==> src/spcwl_pkg.sv <==
// ---------------------------------------------------------------------------
// Shared constants of the configuration word loader.
// ---------------------------------------------------------------------------
package spcwl_pkg;

   // Bus and word widths.
   localparam int ADDR_W  = 14;
   localparam int DATA_W  = 32;
   localparam int WORD_W  = 16;
   localparam int WADDR_W = 8;

   // Preset word addresses handled by this block.
   localparam logic [7:0] W_NSR3   = 8'h55;
   localparam logic [7:0] W_PMCAP3 = 8'h56;
   localparam logic [7:0] W_PMDAT3 = 8'h57;
   localparam logic [7:0] W_PORT0  = 8'h60;
   localparam logic [7:0] W_PORT1  = 8'h62;
   localparam logic [7:0] W_PORT2  = 8'h64;

   // Configuration offsets inside one port's space.
   localparam logic [11:0] OFS_PMCAP   = 12'h040;
   localparam logic [11:0] OFS_PMDAT   = 12'h044;
   localparam logic [11:0] OFS_SLOTCAP = 12'h0C0;
   localparam logic [11:0] OFS_PORTNUM = 12'h0CC;
   localparam logic [11:0] OFS_SLOTCLK = 12'h0D0;
   localparam logic [11:0] OFS_LPVC    = 12'h144;
   localparam logic [11:0] OFS_TCMAP   = 12'h154;
   localparam logic [11:0] OFS_LCTRL   = 12'h800;
   localparam logic [11:0] OFS_LSTAT   = 12'h804;

   // Field positions in the configuration registers.
   localparam int POS_DSI     = 21;
   localparam int POS_AUX     = 22;
   localparam int POS_D1      = 25;
   localparam int POS_D2      = 26;
   localparam int POS_PME     = 28;
   localparam int POS_PMDATA  = 24;
   localparam int POS_NSR     = 3;
   localparam int POS_SLOTIMP = 24;
   localparam int POS_PORTNUM = 24;
   localparam int POS_SLOTCLK = 28;
   localparam int POS_LPVC    = 4;
   localparam int POS_TCMAP   = 1;
   localparam int POS_TC0     = 0;

   // Field positions in the preset words.
   localparam int WB_SLOTIMP = 0;
   localparam int WB_NSR     = 0;
   localparam int WB_SLOTCLK = 1;
   localparam int WB_DSI     = 2;
   localparam int WB_LPVC    = 3;
   localparam int WB_AUX_LO  = 1;
   localparam int WB_PME_LO  = 6;
   localparam int WB_PN_LO   = 4;
   localparam int WB_TC_LO   = 9;
   localparam int WB_DAT_LO  = 8;

   // Values after reset.
   localparam logic [2:0] RST_AUX    = 3'h0;
   localparam logic [1:0] RST_PME    = 2'h0;
   localparam logic [7:0] RST_PMDATA = 8'h00;
   localparam logic [6:0] RST_TCMAP  = 7'h00;
   localparam logic [7:0] RST_COUNT  = 8'h00;

   // Loader states, Gray coded.
   typedef enum logic [1:0] {
      ST_LOAD = 2'b00,
      ST_DONE = 2'b01
   } spcwl_state_t;

endpackage

==> src/spcwl_word_decode.sv <==
`timescale 1ns/1ps
// ---------------------------------------------------------------------------
// Turns an incoming preset word address into one load strobe per target.
// ---------------------------------------------------------------------------
module spcwl_word_decode
   import spcwl_pkg::*;
(
   input  wire logic               word_ok,
   input  wire logic [WADDR_W-1:0] word_addr,
   output logic                    nsr3_stb,
   output logic                    pmcap3_stb,
   output logic                    pmdat3_stb,
   output logic [2:0]              port_stb
);

   // Each strobe is qualified by the gated valid from the sequencer.
   assign nsr3_stb    = word_ok && (word_addr == W_NSR3);
   assign pmcap3_stb  = word_ok && (word_addr == W_PMCAP3);
   assign pmdat3_stb  = word_ok && (word_addr == W_PMDAT3);
   assign port_stb[0] = word_ok && (word_addr == W_PORT0);
   assign port_stb[1] = word_ok && (word_addr == W_PORT1);
   assign port_stb[2] = word_ok && (word_addr == W_PORT2);

endmodule

==> src/spcwl_port_fields.sv <==
`timescale 1ns/1ps
// ---------------------------------------------------------------------------
// Holds the per-port fields that one per-port preset word loads.
// ---------------------------------------------------------------------------
module spcwl_port_fields
   import spcwl_pkg::*;
#(
   parameter logic       HAS_SLOT = 1'b1,
   parameter logic [2:0] RST_PN   = 3'h0
)(
   input  wire logic              clk,
   input  wire logic              sys_rst,
   input  wire logic              load_stb,
   input  wire logic [WORD_W-1:0] word_data,
   output logic                   slot_imp_q,
   output logic                   slot_clk_q,
   output logic                   dsi_q,
   output logic                   lpvc_q,
   output logic [2:0]             portnum_q,
   output logic [6:0]             tcmap_q
);

   // The slot bit exists only where the port may carry a slot.
   logic slot_imp_d;
   assign slot_imp_d = HAS_SLOT & word_data[WB_SLOTIMP];

   // Fields keep their reset value until a preset word arrives.
   always_ff @(posedge clk)
   begin
      if (sys_rst)
      begin
         slot_imp_q <= 1'b0;
         slot_clk_q <= 1'b0;
         dsi_q      <= 1'b0;
         lpvc_q     <= 1'b0;
         portnum_q  <= RST_PN;
         tcmap_q    <= RST_TCMAP;
      end
      else if (load_stb)
      begin
         slot_imp_q <= slot_imp_d;
         slot_clk_q <= word_data[WB_SLOTCLK];
         dsi_q      <= word_data[WB_DSI];
         lpvc_q     <= word_data[WB_LPVC];
         portnum_q  <= word_data[WB_PN_LO+:3];
         tcmap_q    <= word_data[WB_TC_LO+:7];
      end
   end

endmodule

==> src/spcwl_loader.sv <==
// Added by the designer: the plain strobed port and the register offsets.
`timescale 1ns/1ps
// ---------------------------------------------------------------------------
// Configuration word loader: sequencer, port 3 PM fields, config port.
// ---------------------------------------------------------------------------
module spcwl_loader
   import spcwl_pkg::*;
(
   input  wire logic               clk,
   input  wire logic               sys_rst,
   input  wire logic               word_valid,
   input  wire logic [WADDR_W-1:0] word_addr,
   input  wire logic [WORD_W-1:0]  word_data,
   input  wire logic               load_end,
   input  wire logic [ADDR_W-1:0]  cfg_addr,
   input  wire logic [DATA_W-1:0]  cfg_wdata,
   input  wire logic               cfg_wr,
   input  wire logic               cfg_rd,
   output logic [DATA_W-1:0]       cfg_rdata,
   output logic                    cfg_ready
);

   // ------------------------------------------------------------------------
   // Sequencer
   // ------------------------------------------------------------------------

   spcwl_state_t state_q;      // Current loader state.
   spcwl_state_t state_d;      // Next loader state.
   logic         word_ok;      // Preset word accepted this cycle.
   logic         reload_req;   // Software asks for a fresh load window.
   logic [7:0]   count_q;      // Preset words applied since the window.
   logic [7:0]   count_d;      // Next value of the word counter.
   logic         any_stb;      // Some target took the current word.

   // Words are taken only while the load window is open, so late words
   // from a slow source cannot disturb fields software may be reading.
   assign word_ok    = word_valid && (state_q == ST_LOAD);
   assign reload_req = cfg_wr && (cfg_addr[11:0] == OFS_LCTRL)
                       && (cfg_addr[13:12] == 2'd0) && cfg_wdata[0];

   // Next state: the source marks the end of its scan with load_end.
   always_comb
   begin
      state_d = state_q;
      case (state_q)
         ST_LOAD:
         begin
            if (load_end)
               state_d = ST_DONE;
         end
         ST_DONE:
         begin
            if (reload_req)
               state_d = ST_LOAD;
         end
         default:
            state_d = ST_LOAD;
      endcase
   end

   // The counter restarts whenever a new load window opens.
   assign count_d = (state_q == ST_DONE && reload_req) ? RST_COUNT :
                    (any_stb ? count_q + 8'h01 : count_q);

   // State register and word counter.
   always_ff @(posedge clk)
   begin
      if (sys_rst)
      begin
         state_q <= ST_LOAD;
         count_q <= RST_COUNT;
      end
      else
      begin
         state_q <= state_d;
         count_q <= count_d;
      end
   end

   // Configuration accesses to port registers wait for the load to end.
   assign cfg_ready = (state_q == ST_DONE);

   // ------------------------------------------------------------------------
   // Word decode and per-port fields
   // ------------------------------------------------------------------------

   logic       nsr3_stb;      // Word carrying the port 3 no-soft-reset.
   logic       pmcap3_stb;    // Word carrying port 3 PM capability.
   logic       pmdat3_stb;    // Word carrying port 3 PM data.
   logic [2:0] port_stb;      // Per-port words for ports 0 to 2.
   logic [3:0] slot_imp;      // Slot implemented, per port.
   logic [3:0] slot_clk;      // Connector clock in use, per port.
   logic [3:0] dsi;           // Device-specific init required, per port.
   logic [3:0] lpvc;          // VC1 in low-priority group, per port.
   logic [2:0] portnum [4];   // Logical port number, per port.
   logic [6:0] tcmap   [4];   // TC to VC0 map bits 7:1, per port.

   spcwl_word_decode u_dec (
      .word_ok    (word_ok),
      .word_addr  (word_addr),
      .nsr3_stb   (nsr3_stb),
      .pmcap3_stb (pmcap3_stb),
      .pmdat3_stb (pmdat3_stb),
      .port_stb   (port_stb)
   );

   assign any_stb = nsr3_stb | pmcap3_stb | pmdat3_stb | (|port_stb);

   // Ports 0 to 2 each own one per-port word; port 0 has no slot.
   for (genvar p = 0; p < 3; p++)
   begin : g_port
      spcwl_port_fields #(
         .HAS_SLOT (p != 0),
         .RST_PN   (3'(p))
      ) u_fld (
         .clk        (clk),
         .sys_rst    (sys_rst),
         .load_stb   (port_stb[p]),
         .word_data  (word_data),
         .slot_imp_q (slot_imp[p]),
         .slot_clk_q (slot_clk[p]),
         .dsi_q      (dsi[p]),
         .lpvc_q     (lpvc[p]),
         .portnum_q  (portnum[p]),
         .tcmap_q    (tcmap[p])
      );
   end

   // Port 3's per-port word is handled elsewhere; it reads defaults here.
   assign slot_imp[3] = 1'b0;
   assign slot_clk[3] = 1'b0;
   assign dsi[3]      = 1'b0;
   assign lpvc[3]     = 1'b0;
   assign portnum[3]  = 3'h3;
   assign tcmap[3]    = RST_TCMAP;

   // ------------------------------------------------------------------------
   // Port 3 power-management fields
   // ------------------------------------------------------------------------

   logic [2:0] aux3_q;     // Auxiliary current.
   logic [1:0] pme3_q;     // PME support for D2 and D1.
   logic [7:0] pmdat3_q;   // Read-only PM data byte.
   logic       nsr3_q;     // No soft reset indication.

   // Each field loads only from its own word; others keep their value.
   always_ff @(posedge clk)
   begin
      if (sys_rst)
      begin
         aux3_q   <= RST_AUX;
         pme3_q   <= RST_PME;
         pmdat3_q <= RST_PMDATA;
         nsr3_q   <= 1'b0;
      end
      else
      begin
         if (pmcap3_stb)
         begin
            aux3_q <= word_data[WB_AUX_LO+:3];
            pme3_q <= word_data[WB_PME_LO+:2];
         end
         if (pmdat3_stb)
            pmdat3_q <= word_data[WB_DAT_LO+:8];
         if (nsr3_stb)
            nsr3_q <= word_data[WB_NSR];
      end
   end

   // ------------------------------------------------------------------------
   // Configuration read port
   // ------------------------------------------------------------------------

   logic [1:0]        rd_port;    // Port addressed by the access.
   logic [11:0]       rd_ofs;     // Offset inside that port's space.
   logic              is_p3;      // Access targets port 3.
   logic [DATA_W-1:0] pmcap_w;    // PM capability read word.
   logic [DATA_W-1:0] pmdat_w;    // PM control and data read word.
   logic [DATA_W-1:0] lstat_w;    // Loader status word.
   logic [DATA_W-1:0] port_w;     // Selected port register word.
   logic [DATA_W-1:0] rdata_d;    // Read data for the next cycle.
   logic [DATA_W-1:0] rdata_q;    // Registered read data.

   assign rd_port = cfg_addr[13:12];
   assign rd_ofs  = cfg_addr[11:0];
   assign is_p3   = (rd_port == 2'd3);

   // D1 and D2 support are fixed at one whatever the preset word holds.
   assign pmcap_w = (32'(dsi[rd_port]) << POS_DSI)
                  | (32'(is_p3 ? aux3_q : RST_AUX) << POS_AUX)
                  | (32'h0000_0001 << POS_D1)
                  | (32'h0000_0001 << POS_D2)
                  | (32'(is_p3 ? pme3_q : RST_PME) << POS_PME);
   assign pmdat_w = (32'(is_p3 ? pmdat3_q : RST_PMDATA) << POS_PMDATA)
                  | (32'(is_p3 & nsr3_q) << POS_NSR);
   assign lstat_w = {16'h0000, count_q, 7'h00, cfg_ready};

   // Register select; TC0 is always mapped into VC0.
   assign port_w =
      (rd_ofs == OFS_PMCAP)   ? pmcap_w :
      (rd_ofs == OFS_PMDAT)   ? pmdat_w :
      (rd_ofs == OFS_SLOTCAP) ? 32'(slot_imp[rd_port]) << POS_SLOTIMP :
      (rd_ofs == OFS_PORTNUM) ? 32'(portnum[rd_port]) << POS_PORTNUM :
      (rd_ofs == OFS_SLOTCLK) ? 32'(slot_clk[rd_port]) << POS_SLOTCLK :
      (rd_ofs == OFS_LPVC)    ? 32'(lpvc[rd_port]) << POS_LPVC :
      (rd_ofs == OFS_TCMAP)   ? (32'(tcmap[rd_port]) << POS_TCMAP)
                                | (32'h0000_0001 << POS_TC0) :
      32'h0000_0000;

   // Status stays readable during loading so software can poll it;
   // port registers read as zero until the load has finished.
   assign rdata_d = !cfg_rd ? 32'h0000_0000 :
                    (rd_ofs == OFS_LSTAT && rd_port == 2'd0) ? lstat_w :
                    cfg_ready ? port_w : 32'h0000_0000;

   // Read data stands in the cycle after the strobe and only there.
   always_ff @(posedge clk)
   begin
      if (sys_rst)
         rdata_q <= 32'h0000_0000;
      else
         rdata_q <= rdata_d;
   end

   assign cfg_rdata = rdata_q;

   // ------------------------------------------------------------------------
   // Assertions
   // ------------------------------------------------------------------------

   aux_load_a: assert property (@(posedge clk) disable iff (sys_rst)
      pmcap3_stb |=> aux3_q == $past(word_data[3:1]))
      else $error("aux current not loaded from word bits 3:1");

   d1_cap_a: assert property (@(posedge clk) disable iff (sys_rst)
      cfg_rd && cfg_ready && rd_ofs == OFS_PMCAP |=> cfg_rdata[25])
      else $error("D1 support bit did not read as one");

   d2_cap_a: assert property (@(posedge clk) disable iff (sys_rst)
      cfg_rd && cfg_ready && rd_ofs == OFS_PMCAP |=> cfg_rdata[26])
      else $error("D2 support bit did not read as one");

   pme_load_a: assert property (@(posedge clk) disable iff (sys_rst)
      pmcap3_stb |=> pme3_q == $past(word_data[7:6]))
      else $error("PME support not loaded from word bits 7:6");

   pm_data_a: assert property (@(posedge clk) disable iff (sys_rst)
      cfg_rd && cfg_ready && rd_ofs == OFS_PMDAT && is_p3
      |=> cfg_rdata[31:24] == pmdat3_q)
      else $error("PM data byte read back wrong");

   nsr_load_a: assert property (@(posedge clk) disable iff (sys_rst)
      nsr3_stb ##1 (!nsr3_stb)[*2] |-> nsr3_q == $past(word_data[0], 2))
      else $error("no soft reset not held from its word");

   slot_clk_a: assert property (@(posedge clk) disable iff (sys_rst)
      port_stb[1] |=> slot_clk[1] == $past(word_data[1]))
      else $error("slot clock bit not loaded");

   dsi_load_a: assert property (@(posedge clk) disable iff (sys_rst)
      port_stb[2] |=> dsi[2] == $past(word_data[2]))
      else $error("DSI bit not loaded");

   lpvc_load_a: assert property (@(posedge clk) disable iff (sys_rst)
      port_stb[0] |=> lpvc[0] == $past(word_data[3]))
      else $error("low priority VC bit not loaded");

   port_num_a: assert property (@(posedge clk) disable iff (sys_rst)
      port_stb[1] |=> portnum[1] == $past(word_data[6:4]))
      else $error("logical port number not loaded");

   tc_map_a: assert property (@(posedge clk) disable iff (sys_rst)
      port_stb[2] |=> tcmap[2] == $past(word_data[15:9]))
      else $error("TC map not loaded from bits 15:9");

   slot_p0_a: assert property (@(posedge clk) disable iff (sys_rst)
      port_stb[0] |=> !slot_imp[0])
      else $error("port 0 reported a slot");

   locked_rd_a: assert property (@(posedge clk) disable iff (sys_rst)
      cfg_rd && !cfg_ready && rd_ofs != OFS_LSTAT |=> cfg_rdata == 0)
      else $error("port register readable before load end");

   // Read data must fall back to zero once its single cycle is over.
   rd_idle_a: assert property (@(posedge clk) disable iff (sys_rst)
      !cfg_rd |=> cfg_rdata == 32'h0000_0000)
      else $error("read data stood outside its cycle");

   // Once loading is over, late words must not advance the word counter.
   done_hold_a: assert property (@(posedge clk) disable iff (sys_rst)
      cfg_ready && !reload_req |=> $stable(count_q))
      else $error("word applied after the load had ended");

endmodule

==> config.mk <==
export PLATFORM = sky130hd
export DESIGN_NAME = spcwl_loader
export DESIGN_NICKNAME = d
export VERILOG_FILES = /design/src/spcwl_pkg.sv /design/src/spcwl_word_decode.sv /design/src/spcwl_port_fields.sv /design/src/spcwl_loader.sv
export SDC_FILE = /design/constraint.sdc
export NUM_CORES = 1
export LEC_CHECK = 0
export BUFFER_PORTS_ARGS = -buffer_cell sky130_fd_sc_hd__buf_4
export CAP_MARGIN = 5
export CORE_MARGIN = 8
export CORE_UTILIZATION = 45
export CTS_CLUSTER_SIZE = 30
export DETAILED_ROUTE_END_ITERATION = 12
export PLACE_DENSITY = 0.7
export SYNTH_ARGS = -nofsm -noshare
export SYNTH_HDL_FRONTEND = slang
export SYNTH_SLANG_ARGS = --single-unit
==> constraint.sdc <==
create_clock -name clk -period 2.71 [get_ports clk]
set_clock_uncertainty 0.2 [all_clocks]
set_input_delay 0.542 -clock clk [delete_from_list [all_inputs] [get_ports clk]]
set_output_delay 0.542 -clock clk [all_outputs]
set_load 0.03 [all_outputs]
==> flow_summary.ini <==
[clock_network]
cts-root-buf = clkbuf_8
cts.repair_timing.setup_buffer_count = 0
post_cts_hold_buffers = 0
cts_made_buffers = 9
cts_max_level = 3
numClockSinks = 91
clock_tree_from_tritoncts = built
clock_path_buffers = 2
cts_resized = 0
clk_latency_ns = 0.36
clk_pin_slew_worst_paths_ns = 0.09

[yosys]
yosys_warnings = 0
synthMostInstantiatedCell = dfxtp_1
syn_area_mm2 = 0.00389
asyncSetResetFlopFracSynth_pct = 0
postSynthRegisterBits = 91
synthDistinctLibCells = 61
synth_sequential_area_ratio_pct = 46.8
synth_area_leaders = dfxtp_1 (47%), mux2i_1 (16%), nor2_1 (6.5%)
library_cell_occupying_the_most_area_in_the_post_synthesis_netlist = dfxtp_1
postSynthAreaPerCell_um2 = 10.0
post-synth-top-area-fraction_pct = 46.8
synth_enable_flop_cells = 0
synth_cells = 388
yosys_most_used_dff = dfxtp_1
most_frequent_cells_after_synthesis = dfxtp_1 (91), nor2_1 (67), mux2i_1 (61)

[grt]
gr-total-overflow = 0
grt_util_met1_pct = 21.1
globalRouteTotalUtil_pct = 15.9
antenna_found_initial = 0
grt_start_max_net_pins = 58
use_met3_pct = 3.49
first_global_vias = 2992
wire_length_of_the_first_global_routing_pass_mm = 15.0
globalRoute.busiestLayer = met2
use_met2_pct = 24.8

[hold_path]
min_from = load_end
worstHoldPathCells = 3
timing.hold.worst.class = in -> reg

[timing]
clock.fmax_mhz = 488
rsz0062_at_grt = false
timing.slew.headroom_pct = 61.1
finalCriticalPeriod_ns = 2.05
slew_viol_final = 0
period_share_pct = 75.6
finalHoldViolCount = 0
timing_worst_slew_pin_value_ns = 0.584
final_tns_setup_ns = 0
timing.final.setup_violations = 0

[cells_and_area]
nets_final = 540
non_filler_cell_area_final_mm2 = 0.00471
synthToLayoutAreaGrowth_pct = 21.0
drive_gt1_share_pct = 24.4
num_antenna_cells = 0

[routing]
via_per_inst = 5.36
via_count = 3084
number_of_detailed_route_iterations_in_the_first_pass = 4
final_antenna_net_count = 0
wl_per_cell_um = 16.3
drc_errors = 0
routed_wl_mm = 9.40
dr.first_iter.drc_count = 137

[power]
seq_power_share_pct = 56.7
power_report.internal_total_mw = 1.78
power_switching_share_pct = 24.7
cellPowerDensity_mw_per_mm2 = 502
total_leakage_power_nw = 1.87
clock_share_of_power_pct = 35.6
switching_power_mw = 0.585
fin_total_pwr_mw = 2.36
combinationalPowerShare_pct = 7.7
power.ir.vdd_worst_mv = 0.376

[worst_setup_path]
critPathLaunchType = input pin
setup.worst_path.end_class = flop
worst_setup_path_startpoint = cfg_addr[8]
critical_path_arrival_ns = 2.13
worst_path_required_time_ns = 2.80
ff2ff_path_depth = 4
crit_fanout = 8
timing.rr.start = state_q[0]
critPathKind = in -> reg

[place]
place.gp.congestion = 0.769
port_buffers = 72
dpl_cell_area_mm2 = 0.00453
post-dp-hpwl_mm = 6.68

[die]
floorplan.die_area_mm2 = 0.0119
effective_utilization_at_floorplan_pct = 45.5
die-width_um = 109
std_cell_rows = 34
core-area_mm2 = 0.00855
floorplan.io_pins = 109
vertical_die_dimension_um = 109

[flow_run]
cap_violations = 0

[run_status]
outcome = finished, final reports clean
[worst paths after layout]
path                                 endpoint  slack, ns
worst max-delay path            cfg_rdata[26]       0.66
worst min-delay path               state_q[0]       0.18
worst max register to register     count_q[4]       0.82
worst min register to register  cfg_rdata[27]       0.28
[power groups by stage]
stage	registers (mW)	logic, mW	clock network (mW)
2_1_floorplan	1.37	0.0902	0
3_3_place_gp	1.37	0.178	0
3_5_place_dp	1.37	0.181	0
4_1_cts	1.34	0.182	0.863
5_1_grt	1.34	0.197	0.916
6_report	1.34	0.181	0.842
[worst max-delay path, cell delays in order]
cell and delay (ns):
buf_4 0.12, or4_4 0.58, nor4_4 0.56, a32oi_1 0.16, a21oi_1 0.18
[sequential cells by signal, indices dropped and copies added (netlist names), 8 cells and up]
signal,flops
g_port.u_fld.portnum_q,9
g_port.u_fld.tcmap_q,21
count_q,8
pmdat3_q,8
cfg_rdata,27
[cells in the final DEF, fill, tap and decap left out, types with 3 or more instances in the layout]
master     count
inv_1          5
and3_1         8
o2bb2ai_1      4
nand3_1        8
a32oi_1        4
nand4b_1       3
nor4_1         5
nor4_4         3
buf_4         84
o22ai_1        4
nor3_1         8
dfxtp_1       91
conb_1         5
nand2b_1       4
clkbuf_8      10
nor2b_1        3
or4_1          6
o31ai_1        6
mux2i_1       61
nand2_1        3
a21oi_1       14
nand4_1        3
nor2_1        67
and2_1         9
[metal layers]
| layer | part of all wire [%] | vias up |
|---|---|---|
| li1 | - | 1548 |
| met3 | 5.8 | 9 |
| met1 | 48 | 1459 |
| met2 | 45 | 68 |
| met4 | 1.0 | 0 |
| met5 | 0 | - |
[stage by stage]
stage	std cells	worst slack (ns)	utilization (%)	hold WS (ns)
finish	575	0.662	55.0	0.180
global route	575	0.583	55.0	0.197
detailed placement	560	0.329	53.0	0.270
CTS	575	0.700	55.0	0.170
floorplan	392	0.628	-	0.240
global placement	560	0.338	53.0	0.252
[kinds of logic after synthesis]
group                    synth area share [%]
buffers and inverters                    4.05
AND/OR/NAND/NOR                          23.9
multiplexers                             16.3
AO/OA/AOI/OAI                            8.46
other                                  0.0964
flip-flops                               46.8
adder cells (fa/ha/maj)                 0.322
[area by class of cell]
type / instances / area [um2]
clock buffers: 11 / 141
multi-input cells: 272 / 1920
clock inverters: 4 / 35.0
fillers: 759 / 3840
inverters: 5 / 18.8
flip-flops and latches: 91 / 1820
repair buffers: 84 / 631
well taps: 108 / 135
Power figures use the tool's default switching activity.
